--- src/core/espsub_pkg.sv ---
// espsub_pkg: constants, register map and carrier types for the error-mark substitute block
// assumes a 40 MHz ref_clk and an AXI4-Lite register bus with 32-bit data
package espsub_pkg;

    // character code layout of the second character buffer
    localparam int CODE_W = 8;
    localparam int HYPHEN_BIT = 1;
    localparam int SLASH_BIT_A = 2;
    localparam int SLASH_BIT_B = 6;
    localparam int SLASH_BIT_C = 7;

    // register byte offsets
    localparam logic [3:0] OFS_CTRL = 4'h0;
    localparam logic [3:0] OFS_STATUS = 4'h4;
    localparam logic [3:0] OFS_MASK = 4'h8;
    localparam logic [3:0] OFS_COUNT = 4'hC;

    // control bits
    localparam int CTRL_SUBST_EN = 0;
    localparam logic [31:0] CTRL_RESET = 32'h0000_0001;

    // status and mask bits
    localparam int EV_W = 4;
    localparam int EV_LRC = 0;
    localparam int EV_OVF = 1;
    localparam int EV_RCV = 2;
    localparam int EV_CASE = 3;
    localparam logic [EV_W-1:0] MASK_RESET = 4'h0;

    localparam logic [1:0] RESP_OKAY = 2'h0;
    localparam logic [1:0] RESP_SLVERR = 2'h2;

    // print selection magnets
    typedef struct packed {
        logic tilt_select_two;
        logic rotate_select_one;
        logic rotate_select_two;
        logic rotate_select_two_aux;
        logic rotate_select_five;
        logic shift_inhibit;
    } espsub_sel_t;

    // error detector inputs
    typedef struct packed {
        logic lrc_err;
        logic ovf_err;
        logic rcv_err;
        logic case_err;
    } espsub_err_t;

endpackage : espsub_pkg

--- src/core/espsub_top.sv ---
// espsub_top: error-mark print substitute with AXI4-Lite registers
// assumes error pulses and buffer code come from logic on ref_clk
//
// Overview of operation
// - incorrect-case error prints slash via tilt two and rotates one, two, two-aux, five.
// - baseline marking sets the hyphen code bit of the second character buffer.
// - early errors clear hyphen bit and set slash bits a, b, c in the buffer.
// - late case error drives slash selections into print decoding and inhibits shifting.
`timescale 1ns/1ps
module espsub_top
(
    // clock and reset
    input wire logic ref_clk,
    input wire logic reset_n,
    // error detectors and buffer
    input wire espsub_pkg::espsub_err_t err_in,
    input wire logic mark_load,
    input wire logic [espsub_pkg::CODE_W-1:0] buf_in,
    input wire logic print_strobe,
    // toward print decoding
    output logic [espsub_pkg::CODE_W-1:0] second_char_buffer,
    output espsub_pkg::espsub_sel_t print_sel,
    output logic irq,
    // axi4-lite
    input wire logic s_awvalid,
    output logic s_awready,
    input wire logic [3:0] s_awaddr,
    input wire logic s_wvalid,
    output logic s_wready,
    input wire logic [31:0] s_wdata,
    input wire logic [3:0] s_wstrb,
    output logic s_bvalid,
    input wire logic s_bready,
    output logic [1:0] s_bresp,
    input wire logic s_arvalid,
    output logic s_arready,
    input wire logic [3:0] s_araddr,
    output logic s_rvalid,
    input wire logic s_rready,
    output logic [31:0] s_rdata,
    output logic [1:0] s_rresp
);

    typedef struct packed {
        logic [espsub_pkg::CODE_W-1:0] buf_code;
        espsub_pkg::espsub_sel_t sel;
        logic subst_en;
        logic [espsub_pkg::EV_W-1:0] status;
        logic [espsub_pkg::EV_W-1:0] mask;
        logic [15:0] mark_cnt;
        logic case_pending;
        logic irq;
        logic aw_got;
        logic awready;
        logic [3:0] aw_addr;
        logic w_got;
        logic wready;
        logic [31:0] w_data;
        logic [3:0] w_strb;
        logic bvalid;
        logic [1:0] bresp;
        logic arready;
        logic rvalid;
        logic [31:0] rdata;
        logic [1:0] rresp;
    } espsub_state_t;

    espsub_state_t st_ff;
    espsub_state_t nxt_st;

    ////////////////////////////////////////////////////////////////////////////
    function automatic logic [espsub_pkg::CODE_W-1:0] mark_code(input logic slash);
        logic [espsub_pkg::CODE_W-1:0] c;
        c = '0;
        if (slash)
        begin
            c[espsub_pkg::SLASH_BIT_A] = 1'b1;
            c[espsub_pkg::SLASH_BIT_B] = 1'b1;
            c[espsub_pkg::SLASH_BIT_C] = 1'b1;
        end
        else
        begin
            c[espsub_pkg::HYPHEN_BIT] = 1'b1;
        end
        return c;
    endfunction : mark_code

    ////////////////////////////////////////////////////////////////////////////
    logic early_err;
    logic [espsub_pkg::EV_W-1:0] ev;
    logic wr_fire;
    logic rd_fire;

    assign early_err = err_in.lrc_err | err_in.ovf_err | err_in.rcv_err;
    assign ev = {err_in.case_err, err_in.rcv_err, err_in.ovf_err, err_in.lrc_err};
    assign wr_fire = st_ff.aw_got && st_ff.w_got && !st_ff.bvalid;
    assign rd_fire = s_arvalid && st_ff.arready;

    always_comb
    begin
        nxt_st = st_ff;
        // buffer path: error mark replaces the code, else mark_load loads buf_in, otherwise the code holds
        if (early_err)
        begin
            nxt_st.buf_code = mark_code(st_ff.subst_en);
        end
        else if (mark_load)
        begin
            nxt_st.buf_code = buf_in;
        end
        // late case error waits for the next print strobe
        if (err_in.case_err)
        begin
            nxt_st.case_pending = 1'b1;
        end
        nxt_st.sel = '0;
        if (print_strobe && (st_ff.case_pending || err_in.case_err))
        begin
            nxt_st.sel.tilt_select_two = st_ff.subst_en;
            nxt_st.sel.rotate_select_one = st_ff.subst_en;
            nxt_st.sel.rotate_select_two = st_ff.subst_en;
            nxt_st.sel.rotate_select_two_aux = st_ff.subst_en;
            nxt_st.sel.rotate_select_five = st_ff.subst_en;
            nxt_st.sel.shift_inhibit = 1'b1;
            nxt_st.case_pending = 1'b0;
        end
        if (early_err || err_in.case_err)
        begin
            nxt_st.mark_cnt = st_ff.mark_cnt + 16'h0001;
        end
        // write channel
        if (s_awvalid && !st_ff.aw_got)
        begin
            nxt_st.aw_got = 1'b1;
            nxt_st.aw_addr = s_awaddr;
        end
        if (s_wvalid && !st_ff.w_got)
        begin
            nxt_st.w_got = 1'b1;
            nxt_st.w_data = s_wdata;
            nxt_st.w_strb = s_wstrb;
        end
        if (wr_fire)
        begin
            nxt_st.aw_got = 1'b0;
            nxt_st.w_got = 1'b0;
            nxt_st.bvalid = 1'b1;
            nxt_st.bresp = espsub_pkg::RESP_OKAY;
            unique case (st_ff.aw_addr)
                espsub_pkg::OFS_CTRL:
                begin
                    if (st_ff.w_strb[0])
                    begin
                        nxt_st.subst_en = st_ff.w_data[espsub_pkg::CTRL_SUBST_EN];
                    end
                end
                espsub_pkg::OFS_MASK:
                begin
                    if (st_ff.w_strb[0])
                    begin
                        nxt_st.mask = st_ff.w_data[espsub_pkg::EV_W-1:0];
                    end
                end
                espsub_pkg::OFS_STATUS, espsub_pkg::OFS_COUNT: ;
                default: nxt_st.bresp = espsub_pkg::RESP_SLVERR;
            endcase
        end
        if (st_ff.bvalid && s_bready)
        begin
            nxt_st.bvalid = 1'b0;
        end
        // read channel; reading status clears it, new events win
        nxt_st.arready = !st_ff.rvalid && !rd_fire;
        if (rd_fire)
        begin
            nxt_st.rvalid = 1'b1;
            nxt_st.rresp = espsub_pkg::RESP_OKAY;
            nxt_st.rdata = '0;
            unique case (s_araddr)
                espsub_pkg::OFS_CTRL: nxt_st.rdata[espsub_pkg::CTRL_SUBST_EN] = st_ff.subst_en;
                espsub_pkg::OFS_STATUS:
                begin
                    nxt_st.rdata[espsub_pkg::EV_W-1:0] = st_ff.status;
                    nxt_st.status = '0;
                end
                espsub_pkg::OFS_MASK: nxt_st.rdata[espsub_pkg::EV_W-1:0] = st_ff.mask;
                espsub_pkg::OFS_COUNT: nxt_st.rdata[15:0] = st_ff.mark_cnt;
                default: nxt_st.rresp = espsub_pkg::RESP_SLVERR;
            endcase
        end
        if (st_ff.rvalid && s_rready)
        begin
            nxt_st.rvalid = 1'b0;
        end
        nxt_st.status = nxt_st.status | ev;
        nxt_st.irq = |(nxt_st.status & nxt_st.mask);
        // ready flags kept in flops so the bus outputs carry no logic
        nxt_st.awready = !nxt_st.aw_got;
        nxt_st.wready = !nxt_st.w_got;
    end

    always_ff @(posedge ref_clk or negedge reset_n)
    begin
        if (!reset_n)
        begin
            st_ff <= '0;
            st_ff.subst_en <= espsub_pkg::CTRL_RESET[espsub_pkg::CTRL_SUBST_EN];
            st_ff.mask <= espsub_pkg::MASK_RESET;
            st_ff.awready <= 1'b1;
            st_ff.wready <= 1'b1;
        end
        else
        begin
            st_ff <= nxt_st;
        end
    end

    ////////////////////////////////////////////////////////////////////////////
    assign second_char_buffer = st_ff.buf_code;
    assign print_sel = st_ff.sel;
    assign irq = st_ff.irq;
    assign s_awready = st_ff.awready;
    assign s_wready = st_ff.wready;
    assign s_bvalid = st_ff.bvalid;
    assign s_bresp = st_ff.bresp;
    assign s_arready = st_ff.arready;
    assign s_rvalid = st_ff.rvalid;
    assign s_rdata = st_ff.rdata;
    assign s_rresp = st_ff.rresp;

endmodule : espsub_top
--- config.mk ---
export PLATFORM = sky130hd
export DESIGN_NAME = espsub_top
export DESIGN_NICKNAME = d
export VERILOG_FILES = /design/src/core/espsub_pkg.sv /design/src/core/espsub_top.sv
export SDC_FILE = /design/constraint.sdc
export NUM_CORES = 1
export LEC_CHECK = 0
export BUFFER_PORTS_ARGS = -buffer_cell sky130_fd_sc_hd__buf_4
export CORE_MARGIN = 5
export CORE_UTILIZATION = 51
export CTS_BUF_LIST = sky130_fd_sc_hd__clkbuf_8
export CTS_CLUSTER_DIAMETER = 50
export DETAILED_ROUTE_END_ITERATION = 8
export PLACE_DENSITY = 0.79
export SYNTH_ARGS = -nofsm -noshare
export SYNTH_HDL_FRONTEND = slang
export SYNTH_SLANG_ARGS = --single-unit
--- constraint.sdc ---
create_clock -name ref_clk -period 1.6 [get_ports ref_clk]
set_input_delay 0.32 -clock ref_clk [delete_from_list [all_inputs] [get_ports ref_clk]]
set_output_delay 0.32 -clock ref_clk [all_outputs]
set_load 0.02 [all_outputs]
==> summary.md, run 1 <==
| Metric | Value |
|---|---|
| Top Ports | ~120 |
| Setup bufs post-CTS | 0 |
| EDFF count, synth | 0 |
| Num CTS Buffers | 9 |
| Yosys cell types | between 40 and 50 |
| Worst R2R Path Depth | 4 |
| Clock sink count | approximately 70 |
| Gr usage total | 0.168 |
| Largest net degree at the start of global routing | 33 |
| Max Slew Vio Count | 0 |
| Multi-input gate area | approximately 1200 sq um |
| Number of DRC markers in iteration 0 | 71 |
| Req. time, crit path | between 1.5 and 2 ns |
| Final hold vios | 0 |
| I/O Buffers | 71 |
| Worst EP arrival | ~1.8 ns |
| PnR worst setup slack | between 0.06 and 0.07 ns |
| GPL Wtd Cong | between 0.8 and 0.9 |
| Vias in the first global route | 2353 |
| First-pass GRT wire length | 11.1 mm |
| Final Critical Period | 1.53 ns |
| Critical Setup Path Class | reg -> reg |
| GR Overflow Total | 0 |
| Post-route cell area | 4000 sq um |
| Clock latency at the later pin of the worst-skew pair | approximately 0.35 ns |
| Die area | approximately 8200 sq um |
| Deepest clock path buffer count | 2 |
| FF+latch area | around 1800 sq um |
| Dpl ws | between 0.02 and 0.025 ns |
| Die width | 90.6 um |
| Ratio of cells with drive above 1 in the final layout | 0.378 |
| Hold Crit Class | in -> reg |
| H-tree Lvls | 3 |
| Final Util | 0.630 |
| Cell area after placement | 3740 sq um |
| Most used DFF post-synth | dfrtp_1 |
| Avg Cell Area, Syn | approximately 11 sq um |
| CORE AREA | around 6300 sq um |
| Average vias per placed instance | roughly 5 |
| Crit start category | register |
| Cells after Synth | 288 |
| P&R area growth vs syn | 20.8% |
| Routed length per instance | around 15 um |
| Crit end category | register |
| Reg-to-Reg Start | st_ff[92]$_DFFE_PN0P_ |
| RSZ-0062 raised after global routing | false |
| Period utilisation layout | 0.959 |
| Post-synthesis register bit count | 71 |
| Leakage power | 1.90 nW |
| Nets@finish | slightly above 400 |
| DRC Markers | 0 |
| Total length of routed wires | around 6.5 mm |
| DR vias | 2209 |
| Hold path startpoint | print_strobe |
| Power Total | around 6 mW |
| Ant. Diodes | 0 |
| Ys async rst share | 1.00 |
| Critical path peak fanout | 4 |
| Setup crit end | st_ff[99]$_DFFE_PN0P_ |
| Register area share after synthesis | 0.538 |
| Routed Antenna Nets | 0 |
| Antenna violations before repair | 0 |
| Clock slew at the register clock pins of the worst setup and hold paths | ~0.080 ns |
| MaxCap Viol Count | 0 |
| Status | finished, final reports clean |
| Power density cells | 1510 nW/um^2 |
| VDD IR max | 990 uV |
| DP HPWL | ~4.9 mm |
| Initial Utilization | 0.521 |
| Cell Area, Synth | between 3000 and 4000 sq um |
| Synth warn | 0 |
| Clock Skew | approximately 0.012 ns |
| Fill count | a little over 500 |
| Die height | between 90 and 100 um |
| Flop2flop setup slack | ~0.065 ns |
| # rows | 29 |
| Crit path from | st_ff[92]$_DFFE_PN0P_ |
| Setup TNS Final | 0 ns |
| F_max | ~650 MHz |
| Clk root buf | clkbuf_8 |
| Worst flop-to-flop path endpoint | st_ff[99]$_DFFE_PN0P_ |
| TritonRoute pass-1 iters | 4 |
| Setup violators final | 0 |
| CTS tree | built |
==> how the worst min path moves through the flow <==
stage / to / slack [ns] / cells past startpoint
after CTS: st_ff[84]$_DFFE_PN0P_ / 0.12 / 2
final: st_ff[84]$_DFFE_PN0P_ / 0.12 / 2
after global routing: st_ff[84]$_DFFE_PN0P_ / 0.11 / 2
after floorplan: irq$_DFF_PN0_ / 0.02 / 0
after detailed placement: s_rdata[6]$_DFFE_PN0N_ / 0.29 / 1
after global placement: s_rdata[6]$_DFFE_PN0N_ / 0.28 / 1
==> placed cells by master (no fill, tap or decap), drive strengths merged, types with 2 or more instances in the layout <==
cell	n
buf	87
dfrtp	68
conb	18
nand2	17
mux2	13
a22o	13
nor2	13
inv	9
clkbuf	9
mux2i	9
xnor2	8
a21oi	7
xor2	7
or2	6
nor2b	6
o21ai	6
nand3	4
nor4	4
and3	4
and4	3
a31oi	3
a21boi	3
o22ai	3
nand4	3
a22oi	3
dfstp	3
clkinv	3
and3b	2
nor3	2
bufinv	2
or3	2
==> flip-flops by register name (all words and copies together) (netlist names) <==
register / flops
st_ff: 37
s_bvalid: 1
s_arready: 1
irq: 1
s_rresp: 1
s_wready: 1
s_awready: 1
print_sel: 2
s_rdata: 16
s_rvalid: 1
s_bresp: 1
second_char_buffer: 8
==> worst max-delay path: stages (launching register included) <==
cell and delay (ns):
dfrtp_1 0.40, nand4_1 0.18, or4_4 0.58, nor2_2 0.16, xor2_1 0.15
==> per-layer routing <==
| layer | vias to the layer above | global-route usage | wire length (um) |
|---|---|---|---|
| met4 | 0 | 0.0670 | 105 |
| met3 | 10 | 0.0533 | 458 |
| met1 | 1078 | 0.201 | 2620 |
| met2 | 69 | 0.279 | 3310 |
| met5 | - | 0 | 0 |
| li1 | 1052 | - | - |
==> metrics by stage <==
stage,hold slack (ns),cells
2_1_floorplan,0.0244,305
3_3_place_gp,0.279,412
3_5_place_dp,0.288,412
4_1_cts,0.115,429
5_1_grt,0.113,429
6_report,0.125,429
==> cell usage after synthesis (2+ instances only) <==
| cell type | n | share of area |
|---|---|---|
| dfrtp_1 | 68 | 0.51 |
| nor2b_1 | 6 | 0.011 |
| or2_2 | 6 | 0.011 |
| nand2_1 | 17 | 0.019 |
| nor3_1 | 2 | 0.0030 |
| and4_1 | 3 | 0.0079 |
| a21oi_1 | 7 | 0.011 |
| a21boi_0 | 3 | 0.0068 |
| nor2_1 | 13 | 0.015 |
| a22oi_1 | 3 | 0.0068 |
| xnor2_1 | 8 | 0.021 |
| o22ai_1 | 3 | 0.0057 |
| nand3_1 | 4 | 0.0060 |
| a31oi_1 | 3 | 0.0057 |
| mux2_2 | 13 | 0.044 |
| nor4_1 | 3 | 0.0057 |
| buf_2 | 2 | 0.0030 |
| o21ai_0 | 6 | 0.0091 |
| inv_1 | 8 | 0.0091 |
| buf_4 | 50 | 0.11 |
| clkbuf_1 | 5 | 0.0057 |
| xor2_1 | 7 | 0.019 |
| a22o_1 | 13 | 0.034 |
| mux2i_1 | 9 | 0.027 |
| dfstp_2 | 3 | 0.024 |
| and3b_1 | 2 | 0.0053 |
| nand4_1 | 3 | 0.0057 |
| and3_1 | 4 | 0.0076 |
==> area by class of cell <==
class / instances / share of cell area
Timing Repair Buffer: 88 / 0.173
Tap cell: 77 / 0.0241
Inverter: 8 / 0.00751
Clock inverter: 7 / 0.0225
Multi-Input combinational cell: 169 / 0.297
Clock buffer: 9 / 0.0310
Sequential cell: 71 / 0.445
==> timing repair <==
| item | CTS | global route |
|---|---|---|
| resized for setup | 1 | 6 |
| hold buffers | 1 | 0 |
| hold endpoints to repair | 28 | 0 |
| setup endpoints to repair | 1 | 3 |
| pin swaps | 0 | 1 |
==> where the power goes <==
group	leakage (nW)	switching (mW)	internal (mW)
Sequential	0.863	0.362	2.30
Combinational	0.930	0.941	0.899
Clock	0.110	0.664	0.869
Total	1.90	1.97	4.06
==> logic make-up after synthesis <==
group	count (synthesis)	synth area share
XOR/XNOR	15	0.0397
AND/OR/NAND/NOR	71	0.122
multiplexers	23	0.0782
buffers and inverters	65	0.131
AO/OA/AOI/OAI	41	0.0862
other	1	0.00113
adder cells (fa/ha/maj)	1	0.00378
flip-flops	71	0.538
Power figures use the tool's default switching activity.
==> run 2: changes to the inputs <==
- RECOVER_POWER: unset -> 50
==> run 2 against run 1 <==
  * Critical path depth unchanged
  * Fmax is essentially flat
  * Combinational power is essentially flat
  * Cell count is the same
==> summary.md, run 2 (synthesis results as in run 1) <==
| Metric | Value |
|---|---|
| Die area | around 8200 sq um |
| Die height | about 91 um |
| Crit path buffers/inverters | 0 |
| Hold slack | 0.124 ns |
| Critical Setup Path Class | reg -> reg |
| Max Slew Vio Count | 0 |
| GR Overflow Total | 0 |
| CP top delay family | simple AND/OR/NAND/NOR gates |
| Ratio of cells with drive above 1 in the final layout | 0.364 |
| Clock latency at the later pin of the worst-skew pair | around 0.35 ns |
| Req. time, crit path | around 1.9 ns |
| F_max | 652 MHz |
| Antenna violations before repair | 0 |
| Worst EP arrival | 1.81 ns |
| Clock sink count | 71 |
| Routed Antenna Nets | 0 |
| Setup violators final | 0 |
| Nets@finish | slightly above 400 |
| Initial Utilization | 0.521 |
| Setup bufs post-CTS | 0 |
| DR vias | around 2200 |
| Average vias per placed instance | between 5 and 6 |
| Clk root buf | clkbuf_8 |
| Setup TNS Final | 0 ns |
| RSZ-0062 raised after global routing | false |
| Period utilisation layout | 0.958 |
| Worst path cell trace | nand3_1 > or4_4 > nor2_2 > xor2_1 |
| Top reg by flops | st_ff |
| MaxCap Viol Count | 0 |
| VDD IR max | 989 uV |
| Gr usage total | 0.168 |
| Ant. Diodes | 0 |
| Hold Crit Class | in -> reg |
| DP HPWL | approximately 5 mm |
| First-pass GRT wire length | 11.1 mm |
| Max FFs per register | 37 |
| Status | finished, final reports clean |
| P&R area growth vs syn | 20.0% |
| Crit end category | register |
| I/O Buffers | ~70 |
| Total length of routed wires | 6.53 mm |
| Critical path peak fanout | 5 |
| Slew @ Worst Pin | about 0.8 ns |
| Num CTS Buffers | 9 |
| Slew HR | 0.482 |
| Clock Skew | approximately 0.013 ns |
| DRC Markers | 0 |
| Number of DRC markers in iteration 0 | slightly below 80 |
| Largest net degree at the start of global routing | 33 |
| Deepest clock path buffer count | 2 |
| GPL Wtd Cong | 0.822 |
| H-tree Lvls | 3 |
| CP max stage cell | or4_4 |
| Routed length per instance | roughly 15 um |
| Clock slew at the register clock pins of the worst setup and hold paths | roughly 0.08 ns |
| Vias in the first global route | about 2400 |
| CTS tree | built |
| Crit start category | register |
| Die width | about 91 um |
| CORE AREA | roughly 6300 sq um |
| Final hold vios | 0 |
| Leading cell types in the layout, fill and taps excluded | buf_4, dfrtp_1, conb_1 |
| Biggest cell delay along the critical path | roughly 0.58 ns |
| Power Total | between 6 and 7 mW |
| Final Critical Period | about 1.5 ns |
| Most common cell after layout, fill and taps aside | buf_4 |
| Top Ports | around 120 |
| # rows | 29 |
| Power density cells | between 1500 and 2000 nW/um^2 |
| TritonRoute pass-1 iters | 4 |
| Leakage power | 1.88 nW |
-- run 2: layer usage --
layer / global-route usage / part of all wire / wire, um / vias up
li1: - / - / - / 1053
met1: 0.201 / 0.41 / 2670 / 1095
met2: 0.279 / 0.51 / 3320 / 68
met3: 0.0533 / 0.066 / 430 / 11
met4: 0.0670 / 0.017 / 108 / 0
met5: 0 / 0 / 0 / -
-- run 2: per-stage QoR --
| step | setup WS (ns) | util | instances | cell area [sq um] |
|---|---|---|---|---|
| after floorplan | 0.0152 | - | 305 | 3370 |
| after global placement | 0.0714 | 0.590 | 412 | 3740 |
| after detailed placement | 0.0247 | 0.590 | 412 | 3740 |
| after CTS | 0.0189 | 0.625 | 429 | 3970 |
| after global routing | 0.00241 | 0.625 | 429 | 3970 |
| final | 0.0668 | 0.625 | 429 | 3970 |
-- run 2: layout make-up --
cell class,instances,area (sq um)
Inverter,8,30.0
Clock inverter,7,90.1
Fill cell,517,2380
Multi-Input combinational cell,169,1190
Clock buffer,9,124
Timing Repair Buffer,88,663
Tap cell,77,96.3
Sequential cell,71,1780
-- run 2: worst paths after layout --
check	start	end	slack, ns	depth (start not counted)
min in group asynchronous	reset_n	s_rdata[6]$_DFFE_PN0N_	0.59	2
worst min register to register	st_ff[100]$_DFFE_PN0P_	st_ff[100]$_DFFE_PN0P_	0.48	1
max in group asynchronous	reset_n	s_wready$_DFF_PN1_	0.23	3
worst min-delay path	print_strobe	st_ff[84]$_DFFE_PN0P_	0.12	2
worst max register to register	st_ff[89]$_DFFE_PN0P_	st_ff[99]$_DFFE_PN0P_	0.07	4
worst max-delay path	st_ff[89]$_DFFE_PN0P_	st_ff[99]$_DFFE_PN0P_	0.07	4
-- run 2: report_power, final --
part,switching [mW],internal [mW],total [mW]
clock network,0.665,0.869,1.53
registers,0.365,2.30,2.66
logic,0.941,0.887,1.83
total,1.97,4.05,6.02
-- run 2: timing repair --
item | in CTS | in global routing
resized for setup | 1 | 6
hold buffers | 1 | 0
hold endpoints to repair | 28 | 0
pin swaps | 0 | 1
setup endpoints to repair | 1 | 3
